<file path="src/sbs_regs.vh">
`ifndef SBS_REGS_VH
`define SBS_REGS_VH
// Printed offset 0x17 is not a multiple of four, so offsets are word indices.
`define SBS_IDX_STATUS_TWO 8'h17
`define SBS_IDX_STATUS_ONE 8'h16
`define SBS_IDX_DATA 8'h18
`define SBS_IDX_CONTROL_THREE 8'h19
`define SBS_IDX_RX_CTRL 8'h1A
`define SBS_BIT_IN_PROGRESS 0
`define SBS_BIT_BREAK 1
`define SBS_BIT_RFULL 5
`define SBS_BIT_FRAMING 1
`define SBS_BIT_NINTH 7
`define SBS_BIT_NINE 0
`define SBS_BIT_EN 1
`define SBS_RESET_STATUS 8'h00
`define SBS_RESET_DIV 16'h0004
`define SBS_RESP_OKAY 2'b00
`define SBS_RESP_SLVERR 2'b10
`endif

</file>
<file path="src/sbs_rx_core.v">
`timescale 1ns/1ps
`default_nettype none
`include "sbs_regs.vh"
// Sixteen-times oversampling receiver; start, false start, idle and frame done are one-cycle pulses, stop_zero and is_break hold until the next frame.
module sbs_rx_core #(
   parameter DIV_W = 16
) (
   input wire aclk,
   input wire aresetn,
   input wire enable,
   input wire nine_bit,
   input wire [DIV_W-1:0] div,
   input wire rxd,
   output reg start_seen,
   output reg false_start,
   output reg idle_seen,
   output reg frame_done,
   output reg stop_zero,
   output reg is_break,
   output reg [8:0] data
);
   localparam S_IDLE = 2'd0;
   localparam S_START = 2'd1;
   localparam S_DATA = 2'd2;
   localparam S_STOP = 2'd3;
   reg [1:0] st_q;
   reg [DIV_W-1:0] dcnt_q;
   reg [3:0] rt_q;
   reg [3:0] bit_q;
   reg [8:0] sh_q;
   reg all0_q;
   reg [3:0] ones_q;
   wire tick = (dcnt_q == {DIV_W{1'b0}});
   wire [3:0] nbits = nine_bit ? 4'd9 : 4'd8;
   always @(posedge aclk) begin
      if (!aresetn || !enable) begin
         st_q <= S_IDLE;
         dcnt_q <= {DIV_W{1'b0}};
         rt_q <= 4'd0;
         bit_q <= 4'd0;
         sh_q <= 9'd0;
         all0_q <= 1'b0;
         ones_q <= 4'd0;
         start_seen <= 1'b0;
         false_start <= 1'b0;
         idle_seen <= 1'b0;
         frame_done <= 1'b0;
         stop_zero <= 1'b0;
         is_break <= 1'b0;
         data <= 9'd0;
      end else begin
         start_seen <= 1'b0;
         false_start <= 1'b0;
         idle_seen <= 1'b0;
         frame_done <= 1'b0;
         dcnt_q <= tick ? div : dcnt_q - 1'b1;
         if (tick) begin
            rt_q <= rt_q + 1'b1;
            case (st_q)
               S_IDLE: begin
                  rt_q <= 4'd0;
                  if (!rxd) begin
                     st_q <= S_START;
                     rt_q <= 4'd1;
                     start_seen <= 1'b1;
                  end
               end
               S_START: begin
                  if (rt_q == 4'd7) begin
                     if (rxd) begin
                        st_q <= S_IDLE;
                        false_start <= 1'b1;
                     end else begin
                        st_q <= S_DATA;
                        rt_q <= 4'd8;
                        bit_q <= 4'd0;
                        all0_q <= 1'b1;
                        ones_q <= 4'd0;
                     end
                  end
               end
               S_DATA: begin
                  if (rt_q == 4'd7) begin
                     sh_q <= {rxd, sh_q[8:1]};
                     all0_q <= all0_q & ~rxd;
                     ones_q <= rxd ? ones_q + 1'b1 : ones_q;
                     bit_q <= bit_q + 1'b1;
                     if (bit_q + 1'b1 == nbits)
                        st_q <= S_STOP;
                  end
               end
               S_STOP: begin
                  if (rt_q == 4'd7) begin
                     st_q <= S_IDLE;
                     frame_done <= 1'b1;
                     stop_zero <= ~rxd;
                     is_break <= all0_q & ~rxd;
                     idle_seen <= rxd & (ones_q == nbits);
                     data <= nine_bit ? sh_q : {1'b0, sh_q[8:1]};
                  end
               end
               default: st_q <= S_IDLE;
            endcase
         end
      end
   end
endmodule
`default_nettype wire

</file>
<file path="src/sbs_status.v">
`timescale 1ns/1ps
`default_nettype none
`include "sbs_regs.vh"
module sbs_status #(
   parameter DIV_W = 16
) (
   input wire aclk,
   input wire aresetn,
   input wire rxd,
   input wire [31:0] s_axi_awaddr,
   input wire s_axi_awvalid,
   output reg s_axi_awready,
   input wire [31:0] s_axi_wdata,
   input wire [3:0] s_axi_wstrb,
   input wire s_axi_wvalid,
   output reg s_axi_wready,
   output reg [1:0] s_axi_bresp,
   output reg s_axi_bvalid,
   input wire s_axi_bready,
   input wire [31:0] s_axi_araddr,
   input wire s_axi_arvalid,
   output reg s_axi_arready,
   output reg [31:0] s_axi_rdata,
   output reg [1:0] s_axi_rresp,
   output reg s_axi_rvalid,
   input wire s_axi_rready
);
   function [7:0] word_idx;
      input [31:0] a;
      begin
         word_idx = a[9:2];
      end
   endfunction
   // Receive status flags, one register each so that set and clear paths stay apart.
   reg break_seen_flag_q;
   reg rx_in_progress_flag_q;
   reg framing_error_flag_q;
   reg receive_full_flag_q;
   reg received_ninth_bit_q;
   // Break detection is armed again once the line has been seen high.
   reg armed_q;
   // Pending-clear marks: the status read has been seen, a data read completes the clear.
   reg brk_rd_q;
   reg err_rd_q;
   reg nine_q;
   reg en_q;
   reg [DIV_W-1:0] div_q;
   reg [7:0] data_q;
   reg aw_q;
   reg w_q;
   reg [31:0] awaddr_q;
   reg [31:0] wdata_q;
   reg [3:0] wstrb_q;
   wire start_seen;
   wire false_start;
   wire idle_seen;
   wire frame_done;
   wire stop_zero;
   wire is_break;
   wire [8:0] rx_data;
   sbs_rx_core #(.DIV_W(DIV_W)) u_core (
      .aclk(aclk),
      .aresetn(aresetn),
      .enable(en_q),
      .nine_bit(nine_q),
      .div(div_q),
      .rxd(rxd),
      .start_seen(start_seen),
      .false_start(false_start),
      .idle_seen(idle_seen),
      .frame_done(frame_done),
      .stop_zero(stop_zero),
      .is_break(is_break),
      .data(rx_data)
   );
   wire rd_go = s_axi_arvalid && s_axi_arready;
   wire [7:0] ridx = word_idx(s_axi_araddr);
   wire rd_s2 = rd_go && ridx == `SBS_IDX_STATUS_TWO;
   wire rd_s1 = rd_go && ridx == `SBS_IDX_STATUS_ONE;
   wire rd_dr = rd_go && ridx == `SBS_IDX_DATA;
   wire brk_ev = frame_done && is_break && armed_q;
   wire wr_go = aw_q && w_q && !s_axi_bvalid;
   wire [7:0] widx = word_idx(awaddr_q);
   // The control word is written only when the latched strobe enables its low byte lane.
   wire ctl_wr = wr_go && (widx == `SBS_IDX_RX_CTRL) && wstrb_q[0];
   wire [7:0] st2 = {6'd0, break_seen_flag_q, rx_in_progress_flag_q};
   wire [7:0] st1 = {2'd0, receive_full_flag_q, 3'd0, framing_error_flag_q, 1'b0};
   wire [7:0] c3 = {received_ninth_bit_q, 7'd0};
   wire [7:0] ctl = {6'd0, en_q, nine_q};
   always @(posedge aclk) begin
      if (!aresetn) begin
         break_seen_flag_q <= 1'b0;
         rx_in_progress_flag_q <= 1'b0;
         framing_error_flag_q <= 1'b0;
         receive_full_flag_q <= 1'b0;
         received_ninth_bit_q <= 1'b0;
         armed_q <= 1'b1;
         brk_rd_q <= 1'b0;
         err_rd_q <= 1'b0;
         data_q <= 8'h00;
         nine_q <= 1'b0;
         en_q <= 1'b0;
         div_q <= `SBS_RESET_DIV;
      end else begin
         // Progress flag is status only and feeds no interrupt.
         if (start_seen)
            rx_in_progress_flag_q <= 1'b1;
         else if (false_start || idle_seen || frame_done || !en_q)
            rx_in_progress_flag_q <= 1'b0;
         if (rd_s2 && break_seen_flag_q)
            brk_rd_q <= 1'b1;
         if (rd_s1 && framing_error_flag_q)
            err_rd_q <= 1'b1;
         if (rd_dr && brk_rd_q) begin
            break_seen_flag_q <= 1'b0;
            brk_rd_q <= 1'b0;
         end
         if (rd_dr && err_rd_q) begin
            framing_error_flag_q <= 1'b0;
            err_rd_q <= 1'b0;
         end
         if (rd_dr)
            receive_full_flag_q <= 1'b0;
         if (frame_done && !is_break) begin
            receive_full_flag_q <= 1'b1;
            data_q <= rx_data[7:0];
            received_ninth_bit_q <= rx_data[8];
         end
         if (frame_done && stop_zero)
            framing_error_flag_q <= 1'b1;
         // Any high level on the line rearms break detection, so a break that follows a
         // short high gap is still reported even when no whole frame came in between.
         if (rxd)
            armed_q <= 1'b1;
         // Break has no interrupt path at all; sets win over same-cycle clears.
         if (brk_ev) begin
            break_seen_flag_q <= 1'b1;
            framing_error_flag_q <= 1'b1;
            receive_full_flag_q <= 1'b1;
            data_q <= 8'h00;
            armed_q <= 1'b0;
            if (nine_q)
               received_ninth_bit_q <= 1'b0;
         end
         if (ctl_wr) begin
            nine_q <= wdata_q[`SBS_BIT_NINE];
            en_q <= wdata_q[`SBS_BIT_EN];
            div_q <= wdata_q[DIV_W+7:8];
         end
      end
   end
   always @(posedge aclk) begin
      if (!aresetn) begin
         aw_q <= 1'b0;
         w_q <= 1'b0;
         awaddr_q <= 32'h0000_0000;
         wdata_q <= 32'h0000_0000;
         wstrb_q <= 4'h0;
         s_axi_awready <= 1'b0;
         s_axi_wready <= 1'b0;
         s_axi_bvalid <= 1'b0;
         s_axi_bresp <= `SBS_RESP_OKAY;
         s_axi_arready <= 1'b0;
         s_axi_rvalid <= 1'b0;
         s_axi_rdata <= 32'h0000_0000;
         s_axi_rresp <= `SBS_RESP_OKAY;
      end else begin
         s_axi_awready <= !aw_q && !s_axi_awready && !s_axi_bvalid;
         s_axi_wready <= !w_q && !s_axi_wready && !s_axi_bvalid;
         if (s_axi_awvalid && s_axi_awready) begin
            aw_q <= 1'b1;
            awaddr_q <= s_axi_awaddr;
            s_axi_awready <= 1'b0;
         end
         if (s_axi_wvalid && s_axi_wready) begin
            w_q <= 1'b1;
            wdata_q <= s_axi_wdata;
            wstrb_q <= s_axi_wstrb;
            s_axi_wready <= 1'b0;
         end
         if (wr_go) begin
            aw_q <= 1'b0;
            w_q <= 1'b0;
            s_axi_bvalid <= 1'b1;
            s_axi_bresp <= (widx == `SBS_IDX_RX_CTRL) ? `SBS_RESP_OKAY : `SBS_RESP_SLVERR;
         end else if (s_axi_bvalid && s_axi_bready) begin
            s_axi_bvalid <= 1'b0;
         end
         s_axi_arready <= !s_axi_arready && !s_axi_rvalid && s_axi_arvalid;
         if (rd_go) begin
            s_axi_rvalid <= 1'b1;
            s_axi_rresp <= `SBS_RESP_OKAY;
            case (ridx)
               `SBS_IDX_STATUS_TWO: s_axi_rdata <= {24'd0, st2};
               `SBS_IDX_STATUS_ONE: s_axi_rdata <= {24'd0, st1};
               `SBS_IDX_DATA: s_axi_rdata <= {24'd0, data_q};
               `SBS_IDX_CONTROL_THREE: s_axi_rdata <= {24'd0, c3};
               `SBS_IDX_RX_CTRL: s_axi_rdata <= {{(24-DIV_W){1'b0}}, div_q, ctl};
               default: begin
                  s_axi_rdata <= 32'h0000_0000;
                  s_axi_rresp <= `SBS_RESP_SLVERR;
               end
            endcase
         end else if (s_axi_rvalid && s_axi_rready) begin
            s_axi_rvalid <= 1'b0;
         end
      end
   end
endmodule
`default_nettype wire

</file>
<file path="config.mk">
export PLATFORM = sky130hd
export DESIGN_NAME = sbs_status
export DESIGN_NICKNAME = d
export VERILOG_FILES = /design/src/sbs_rx_core.v /design/src/sbs_status.v
export VERILOG_INCLUDE_DIRS = /design/src /design/src/src
export SDC_FILE = /design/constraint.sdc
export NUM_CORES = 1
export LEC_CHECK = 0
export ABC_AREA = 1
export BUFFER_PORTS_ARGS = -buffer_cell sky130_fd_sc_hd__buf_2
export CAP_MARGIN = 20
export CORE_MARGIN = 2
export CORE_UTILIZATION = 50
export DETAILED_ROUTE_END_ITERATION = 16
export GPL_ROUTABILITY_DRIVEN = 1
export GPL_TIMING_DRIVEN = 1
export HOLD_SLACK_MARGIN = 0.06
export PLACE_DENSITY = 0.75
export SLEW_MARGIN = 0
export SYNTH_ARGS = -nofsm -noshare
export SYNTH_HDL_FRONTEND = slang
export SYNTH_SLANG_ARGS = --single-unit
</file>
<file path="constraint.sdc">
create_clock -name aclk -period 4.45 [get_ports aclk]
set_input_delay 0.89 -clock aclk [delete_from_list [all_inputs] [get_ports aclk]]
set_output_delay 0.89 -clock aclk [all_outputs]
set_load 0.01 [all_outputs]
</file>
== After elaboration in Yosys (flattened, before gate mapping) ==
Cells that the tools add are included.
Storage, ports and cells
  register bits after elaboration: 167
  logic and storage cells: 187
Cells by class
  equality and inequality tests: 19
  multiplexer cells: 50
  bitwise gates (word level): 9
  add/subtract/negate cells: 4
  reductions and logical operators: 66
Operators by type and width (count)
  $pmux 24 s5: 1
  $eq 8x5->1 const B: 6
  $mux 4: 7
  $mux 1: 27
  $logic_and 1x1->1: 26
  $pmux 4 s2: 3
  $logic_not 16->1: 1
  $mux 16: 1
  $mux 2: 8
  $sub 16x1->16 const B: 1
  $add 4x1->4 const B: 3
  $reduce_and 6->1: 2
  $reduce_bool 2->1: 6
  $reduce_or 2->1: 6
  $logic_not 1->1: 10
  $mux 9: 1
  $eq 4x4->1: 2
  $ne 2x1->1 const B: 4
  $pmux 2 s4: 1
  $reduce_or 4->1: 2
  $not 1->1: 7
  $ne 2x2->1 const B: 3
  $reduce_and 3->1: 2
  $reduce_bool 3->1: 2
  other kinds (10): 16

== Logic depth before layout (Yosys ltp) ==
Gate-level depths: netlist of run 1.
  word-level depth: 6
  depth in mapped cells: 12
  mapped depth without buffers: 12

== By module ==
From an unflattened synthesis of run 1, not the netlist that was laid out.
Second synthesis, totals
  cells, all modules: 926
  area, all modules: 6587.6 um^2
Modules (own cells, without submodules)
  sbs_status: times used 1, sequential area each 1881.8 um^2, cells each 501, area an instance 3708.6 um^2
  sbs_rx_core: times used 1, sequential area each 1101.1 um^2, cells each 425, area an instance 2879.0 um^2

== Least setup slack after synthesis of run 1 ==
OpenSTA, ideal clock, no wires.
  kind: input -> register
  start point: in s_axi_araddr[7]
  end point: reg s_axi_rdata[14]
  slack: 2.592 ns
  stages: 8
  setup time: 0.070 ns
  data arrival time: 1.788 ns
  cell sequence: inv_1 -> nand2_1 -> nor2_1 -> nand2_1 -> nor2_2 -> buf_2 -> nand2_1 -> a21oi_1
On the way
  word-level cells in the longest chain between the ends: 2
  elaborated cells between the ends (all ways): 6
  classes of those cells: eq/ne (5); mux (1)
RTL lines
  start, declared: RTL line sbs_status.v:20  | input wire [31:0] s_axi_araddr,
  $eq 8x5->1: RTL line sbs_status.v:193  | case (ridx)
  $pmux 24 s5 (*): RTL line sbs_status.v:193
  end signal, assigned: RTL line sbs_status.v:194  | `SBS_IDX_STATUS_TWO: s_axi_rdata <= {24'd0, st2};
  end signal, assigned: RTL line sbs_status.v:195  | `SBS_IDX_STATUS_ONE: s_axi_rdata <= {24'd0, st1};
  end signal, assigned: RTL line sbs_status.v:196  | `SBS_IDX_DATA: s_axi_rdata <= {24'd0, data_q};
  end, declared: RTL line sbs_status.v:23  | output reg [31:0] s_axi_rdata,
Mark *: on every way between the ends. The rest lies on a longest branch, timed or not.
A chain may end at the register's enable or synchronous reset.

== Worst setup path in the final report of run 1 ==
  start point: in aresetn
  end point: reg u_core.dcnt_q[15]
On the way
  word-level cells in the longest chain between the ends: 2
RTL lines
  start, declared: RTL line sbs_status.v:8  | input wire aresetn,
  $logic_not 1->1: RTL line sbs_rx_core.v:36  | if (!aresetn || !enable) begin
  $logic_or 1x1->1: RTL line sbs_rx_core.v:36
  end signal, assigned: RTL line sbs_rx_core.v:38  | dcnt_q <= {DIV_W{1'b0}};
  end signal, assigned: RTL line sbs_rx_core.v:56  | dcnt_q <= tick ? div : dcnt_q - 1'b1;
  end, declared: RTL line sbs_rx_core.v:27  | reg [DIV_W-1:0] dcnt_q;
Every way passes these cells.

==> qor.yml, run 1 <==
status: "completed"
drtAntennaViolNets: 0
crit_slowest_cell: "inv_1"
start_util_pct: 50.7
final_cells: 1092
io_buffers: 73
die_area_mm2: 0.0136
power.total_w: 0.00299
syn_area_per_cell_um2: 7.45
crit_path_end: "u_core.dcnt_q[15]"
fin_crit_sh_pct: 56.2
path_class: "in -> reg"
drive_gt1_share_pct: 13.4
crit_arrival_ns: 2.84
setup_viol: 0
synth_top_area_share_pct: 47.2
cts_sinks: 149
postCtsSetupBuffers: 0
r2r-start: "en_q"
insertion_delay_ns: 0.42
drt_iter0_markers: 370
synth_cells: 848
clk_pin_slew_ns: 0.05
grt_max_degree: 72
critPathRequiredTime_ns: 4.79
fill_cells: 1111
worstSetupStartpointType: "input port"
nets: 1020
worst_setup_path_end_kind: "register"
maxCapViolations: 0
drv_slew: 0
worst_slew_pin_slew_ns: 0.921
crit_fanout: 33
rows: 41
cts_tree: "done"
final-hold-violation-count: 0
r2r_setup_slack_ns: 2.08
place.detailed.hpwl_um: 8920
period_minus_slack_ns: 2.50
synth_ff_type: "dfxtp_1"
syn2layout_area_growth_pct: 16.2
grtUsageTotal_pct: 20.9
rsz0062_at_grt: "false"
num_vias: 5541
clk_path_buf_depth: 2
cp-startpoint: "aresetn"
place.gp.congestion: 0.850
drt-wirelength-per-cell_um: 12.5
fin_skew_ns: 0.00911
synthTopCellsByCount: "nand2_1 (158), dfxtp_1 (149), a21oi_1 (102)"
fmax_mhz: 400
whs_ns: 0.434
ys_top_cells_by_area: "dfxtp_1 (47%), nand2_1 (9.4%), a21oi_1 (8.1%)"
core_area_mm2: 0.0125
synth_cell_types: 39
setup_tns_ns: 0
dieHeight_um: 116
crit_top_cell: "nand2_1"
clockRootBuffer: "clkbuf_16"
totalWireLength_um: 13700
htreeDepth: 4
fin_util_pct: 58.9
antenna_found_initial: 0
ios: 149
first_global_vias: 4861
synth_edf_count: 0
overflow: 0
seq_area_frac_synth_pct: 47.2
cts_hold_buf: 0
yosys.area.top_type: "dfxtp_1"
max_stage_delay_ns: 0.81
grt_pass1_wl_um: 22600
cts_resized: 0
maxSlewHeadroom_pct: 38.5
die_x_um: 116
synth_most_common_cell: "nand2_1"
dpl.cell_count: 1059
synth-async-reset-ratio_pct: 0
leakage_nw: 3.15
power_density_mw_per_mm2: 408
ys.warnings.count: 0
r2r_end: "u_core.dcnt_q[15]"
ff2ff_path_depth: 6
critPathBufInv: 3
drc: 0
routed_via_density: 5.07
peakVddDrop_v: 0.000254
cp.depth: 7
cts_buffers: 17
path_cells: "buf_2 > nand2_1 > inv_1 > nand2_1 > inv_1 > nand2_1 > o21ai_0"
yosys_register_bits: 149
drtPass1Iterations: 5
hold_class: "reg -> reg"
synth_area_mm2: 0.00632
diodes: 0
crit_family: "buffers and inverters"
[cell families after synthesis]
| group | synth area share [%] |
|---|---|
| multiplexers | 1.27 |
| buffers and inverters | 8.93 |
| XOR/XNOR | 1.66 |
| AND/OR/NAND/NOR | 23.2 |
| adder cells (fa/ha/maj) | 0.990 |
| other | 0.0594 |
| flip-flops | 47.2 |
| AO/OA/AOI/OAI | 16.7 |
[where the power goes]
group	switching, W	internal, W
sequential	0.0000133	0.00136
combinational	0.0000854	0.0000503
clock	0.000551	0.000928
[flip-flops by register name, summed over array words and instances, names as in the netlist, 4 cells and up, named ones only]
signal,count
awaddr_q,8
data_q,8
div_q,16
s_axi_rdata,24
u_core.bit_q,4
u_core.data,9
u_core.dcnt_q,16
u_core.ones_q,4
u_core.rt_q,4
u_core.sh_q,9
wdata_q,18
[placed cells by master (no fill, tap or decap), types with 10 or more instances in the layout]
master	Yosys	routed
a21oi_1	102	102
buf_2	3	73
clkbuf_16	0	17
conb_1	1	10
dfxtp_1	149	149
inv_1	75	75
nand2_1	158	158
nand3_1	57	57
nor2_1	98	98
nor3_1	11	11
o21ai_0	80	80
[metrics by stage]
stage	setup slack, ns	instance area, µm²
after CTS	1.98	7320
after floorplan	2.59	6350
after global routing	1.81	7340
after global placement	1.55	6700
after detailed placement	1.52	6700
final	1.95	7340
[how the worst min path moves through the flow]
stage	start	to	slack, ns	cells past startpoint
finish	u_core.start_seen	rx_in_progress_flag_q	0.43	2
global route	u_core.start_seen	rx_in_progress_flag_q	0.45	2
CTS	u_core.start_seen	rx_in_progress_flag_q	0.44	2
detailed placement	w_q	s_axi_wready	0.42	1
global placement	w_q	s_axi_wready	0.42	1
floorplan	w_q	s_axi_wready	0.40	1
[layer usage]
metal	up-vias	track usage, %	routed length [µm]	share of wire, %
met2	150	31.7	6150	45
met1	2487	28.6	6540	48
met4	0	7.14	211	1.5
met5	-	0	0	0
li1	2884	-	-	-
met3	20	6.02	760	5.6
[worst reg2reg max path: cells and delay by family, from the launching register on]
family                 cells  cell delay, ns
AND/OR/NAND/NOR            3            0.75
flip-flops                 1            0.40
buffers and inverters      2            1.02
AO/OA/AOI/OAI              1            0.12
[cell type report]
class                   instances  area [µm²]  share of cell area, %
well taps                     172         215                   2.93
clock inverters                11         150                   2.04
flip-flops and latches        149        2980                   40.6
multi-input cells             582        2800                   38.2
inverters                      79         298                   4.06
clock buffers                  21         470                   6.41
repair buffers                 78         423                   5.76
Power figures use the tool's default switching activity.
==> run 2, diff against run 1 <==
==> constraint.sdc (replaced) <==
create_clock -name aclk -period 2.49 [get_ports aclk]
set_input_delay 0.498 -clock aclk [delete_from_list [all_inputs] [get_ports aclk]]
set_output_delay 0.498 -clock aclk [all_outputs]
set_load 0.01 [all_outputs]
==> run 2 against run 1 <==
Compared with the run above:
- power grew 69%
- via count shrank 0.34%
- critical path depth grew 1
- core utilization shrank 0.35 points
- combinational power grew 76%
- non-clock buffer count grew 7
- wire length shrank 1.7%
- highest routed layer unchanged
==> qor.yml, run 2 (synthesis results as in run 1) <==
setup_viol: 0
clk_pin_slew_ns: 0.06
overflow: 0
core_area_mm2: 0.0125
fin_crit_sh_pct: 78.5
grtUsageTotal_pct: 20.9
antenna_found_initial: 0
cts_resized: 0
drive_gt1_share_pct: 13.8
leakage_nw: 3.14
grt_pass1_wl_um: 22600
seq_power_share_pct: 48.8
rsz0062_at_grt: "false"
die_area_mm2: 0.0136
power_density_mw_per_mm2: 691
worst_setup_path_end_kind: "register"
maxSlewHeadroom_pct: 43.1
insertion_delay_ns: 0.41
place.gp.congestion: 0.869
drc: 0
rows: 41
path_class: "reg -> reg"
fin_skew_ns: 0.00636
crit_family: "simple AND/OR/NAND/NOR gates"
htreeDepth: 4
cts_hold_buf: 0
path_cells: "inv_1 > ha_1 > nand3_1 > nor2_1 > nand2_4 > nor2_2 > nand2_1 > nor3_1"
cts_tree: "done"
p_clk_share_pct: 46.4
r2r-start: "u_core.dcnt_q[0]"
worstSetupStartpointType: "register"
drt-wirelength-per-cell_um: 12.2
postCtsSetupBuffers: 0
syn2layout_area_growth_pct: 15.5
num_vias: 5522
io_buffers: 73
routed_via_density: 5.02
totalWireLength_um: 13400
ff2ff_path_depth: 8
worstHoldStart: "s_axi_arvalid"
hold_class: "in -> reg"
net-switching-power_w: 0.00115
start_util_pct: 50.7
ios: 149
critPathRequiredTime_ns: 2.80
grt_max_degree: 52
crit_slowest_cell: "nor2_2"
clockRootBuffer: "clkbuf_16"
peakVddDrop_v: 0.000443
clk_path_buf_depth: 2
min_path_cells: 3
drtPass1Iterations: 5
dieHeight_um: 116
final-hold-violation-count: 0
holdPathEnd: "s_axi_arready"
drtAntennaViolNets: 0
setup_tns_ns: 0
critPathBufInv: 1
maxCapViolations: 0
period_minus_slack_ns: 1.95
die_x_um: 116
drt_iter0_markers: 374
r2r_setup_slack_ns: 0.54
worst_slew_pin_slew_ns: 0.851
final_cell_mix: "nand2_1 (158), dfxtp_1 (149), a21oi_1 (102)"
p_comb_share_pct: 4.7
nets: 1027
max_stage_delay_ns: 0.35
top_regs: "s_axi_rdata: 24 flops, wdata_q: 18 flops"
cts_buffers: 17
place.detailed.hpwl_um: 9140
crit_arrival_ns: 2.26
crit_fanout: 16
cts_sinks: 149
top_register: "s_axi_rdata"
fmax_mhz: 512
largest_reg_flops: 24
p_int_w: 0.00390
status: "completed"
first_global_vias: 4860
final_common_cell: "nand2_1"
power.total_w: 0.00504
diodes: 0
r2r_end: "u_core.idle_seen"
drv_slew: 0
swShare_pct: 22.7
run 2: cell count changes in the layout (fill, tap and decap cells not counted), moves of 2 or more:
cell       delta
bufinv_16     -2
clkbuf_8      -3
buf_4         +8
clkinv_2      +2
clkbuf_1      +2
run 2: power groups by stage:
stage                     Clock [W]  Sequential, W  Combinational (W)
after floorplan                   0        0.00252           0.000161
after global placement            0        0.00251           0.000234
after detailed placement          0        0.00251           0.000239
after CTS                   0.00237        0.00246           0.000240
after global routing        0.00249        0.00247           0.000274
final                       0.00234        0.00246           0.000239
run 2: worst max-delay path by stage:
stage | startpoint | end | slack, ns | cells past startpoint
after floorplan | u_core.dcnt_q[0] | u_core.sh_q[0] | 0.99 | 11
after global placement | rxd | u_core.all0_q | 0.57 | 7
after detailed placement | rxd | u_core.all0_q | 0.53 | 7
after CTS | u_core.dcnt_q[0] | u_core.idle_seen | 0.54 | 8
after global routing | u_core.dcnt_q[0] | u_core.idle_seen | 0.29 | 8
final | u_core.dcnt_q[0] | u_core.idle_seen | 0.54 | 8
run 2: stage by stage:
stage	hold slack [ns]	worst slack (ns)	utilization, %	instance area [µm²]	std cells
CTS	0.314	0.536	58.6	7300	1099
finish	0.326	0.536	58.6	7300	1099
detailed placement	0.414	0.532	54.2	6760	1067
global route	0.311	0.294	58.6	7300	1099
global placement	0.417	0.574	54.2	6760	1067
floorplan	0.401	0.989	-	6350	857
run 2: worst register-to-register path, stage by stage (launching register included):
cell and delay, ns:
dfxtp_1 0.32, inv_1 0.13, ha_1 0.19, nand3_1 0.08
nor2_1 0.19, nand2_4 0.17, nor2_2 0.35, nand2_1 0.18
nor3_1 0.24
run 2: routing by layer:
layer / wire length, µm / track usage, % / vias up
li1: - / - / 2887
met1: 6590 / 28.5 / 2477
met2: 5970 / 31.9 / 139
met3: 658 / 6.07 / 19
met4: 216 / 6.83 / 0
met5: 0 / 0 / -
run 2: cell type report:
class,instances,area [µm²]
Sequential cell,149,2980
Timing Repair Buffer,85,455
Fill cell,1157,5170
Inverter,79,298
Multi-Input combinational cell,582,2800
Clock inverter,12,108
Tap cell,172,215
Clock buffer,20,437
==> run 3, diff against run 2 <==
==> constraint.sdc (replaced) <==
create_clock -name aclk -period 1.8 [get_ports aclk]
set_input_delay 0.36 -clock aclk [delete_from_list [all_inputs] [get_ports aclk]]
set_output_delay 0.36 -clock aclk [all_outputs]
set_load 0.01 [all_outputs]
==> run 3 against run 2 <==
Compared with the run above:
- core utilization increased by 1.7 points
- fmax increased by 20%
- sequential cell count unchanged
- critical path type unchanged
- highest routed layer unchanged
==> qor.yml, run 3 (synthesis results as in run 1) <==
die_x_um: 116
place.detailed.hpwl_um: 9340
wl_met1_um: 6660
start_util_pct: 50.7
crit_arrival_ns: 1.93
cts_sinks: 149
diodes: 0
routed-wl-met3_um: 596
path_class: "reg -> reg"
die_area_mm2: 0.0136
p_comb_share_pct: 4.5
net-switching-power_w: 0.00160
core_area_mm2: 0.0125
fin_skew_ns: 0.00909
nets: 1040
grtUsageTotal_pct: 21.4
drive_gt1_share_pct: 15.3
fin_crit_sh_pct: 90.3
status: "completed"
first_global_vias: 5042
final_common_cell: "nand2_1"
routed_via_density: 5.01
peakVddDrop_v: 0.000582
drv_slew: 0
grt_max_degree: 40
drc: 0
leakage_nw: 3.24
place.gp.congestion: 0.893
hold_class: "in -> reg"
wl_met2_um: 6130
setup_viol: 0
top_regs: "s_axi_rdata: 24 flops, wdata_q: 18 flops"
drtAntennaViolNets: 0
fmax_mhz: 615
rsz0062_at_grt: "false"
final_cell_mix: "nand2_1 (158), dfxtp_1 (149), a21oi_1 (102)"
syn2layout_area_growth_pct: 18.9
top_register: "s_axi_rdata"
fill_cells: 1136
clockRootBuffer: "clkbuf_16"
grt_pass1_wl_um: 23200
worst_setup_path_end_kind: "register"
dieHeight_um: 116
dpl_cell_area_mm2: 0.00690
drtPass1Iterations: 5
rows: 41
drt_iter0_markers: 394
top_layer: "met4"
design_area_mm2: 0.00751
period_minus_slack_ns: 1.62
postCtsSetupBuffers: 0
p_int_w: 0.00572
ios: 149
setup_tns_ns: 0
worst_slack_ns: 0.175
dp_worst_setup_slack_ns: 0.114
worstSetupStartpointType: "register"
clk_path_buf_depth: 2
crit_fanout: 8
cts_tree: "done"
final-hold-violation-count: 0
cts_resized: 0
antenna_found_initial: 0
power_density_mw_per_mm2: 975
num_vias: 5570
overflow: 0
largest_reg_flops: 24
totalWireLength_um: 13500
drt-wirelength-per-cell_um: 12.1
insertion_delay_ns: 0.42
htreeDepth: 4
critPathRequiredTime_ns: 2.11
seq_power_share_pct: 46.6
maxCapViolations: 0
swShare_pct: 21.9
p_clk_share_pct: 48.9
cts_buffers: 17
cts_hold_buf: 0
io_buffers: 73
clk_pin_slew_ns: 0.06
## run 3: cell type report
cell class / count / area, µm² / area share (%)
clock buffer: 20 / 447 / 5.95
clock inverter: 12 / 154 / 2.05
tap: 172 / 215 / 2.86
multi-input combinational: 582 / 2810 / 37.4
sequential: 149 / 2980 / 39.7
inverter: 79 / 300 / 4.00
timing repair buffer: 98 / 603 / 8.03
## run 3: layer usage
metal	track usage [%]	vias to the layer above
li1	-	2919
met1	29.8	2511
met2	32.9	127
met5	0	-
met4	6.83	0
met3	5.19	13
## run 3: critical path: stages, from the launching register on
cell	delay (ns)
dfxtp_1	0.31
inv_1	0.12
ha_1	0.20
nand3_1	0.09
nor2_2	0.16
nand2_4	0.12
nor2_2	0.18
nand2_1	0.12
nor3_1	0.23
## run 3: path summary, 6_finish.rpt
path | start | endpoint | slack (ns) | depth (start not counted)
worst max register to register | u_core.dcnt_q[0] | u_core.idle_seen | 0.18 | 8
worst max-delay path | u_core.dcnt_q[0] | u_core.idle_seen | 0.18 | 8
worst min register to register | w_q | s_axi_wready | 0.43 | 1
worst min-delay path | s_axi_arvalid | s_axi_arready | 0.19 | 3
## run 3: through the flow
stage	instances	utilization (%)	power, W	hold slack (ns)
global route	1112	60.3	0.00757	0.191
global placement	1080	55.4	0.00381	0.419
detailed placement	1080	55.4	0.00382	0.421
finish	1112	60.3	0.00732	0.187
CTS	1112	60.2	0.00736	0.177
floorplan	857	-	0.00371	0.401
## run 3: power by group through the flow
stage                     clock [W]  combinational (W)  sequential [W]
after floorplan                   0           0.000223         0.00348
after global placement            0           0.000326         0.00348
after detailed placement          0           0.000332         0.00348
after CTS                   0.00361           0.000334         0.00341
after global routing        0.00377           0.000386         0.00342
final                       0.00358           0.000332         0.00341
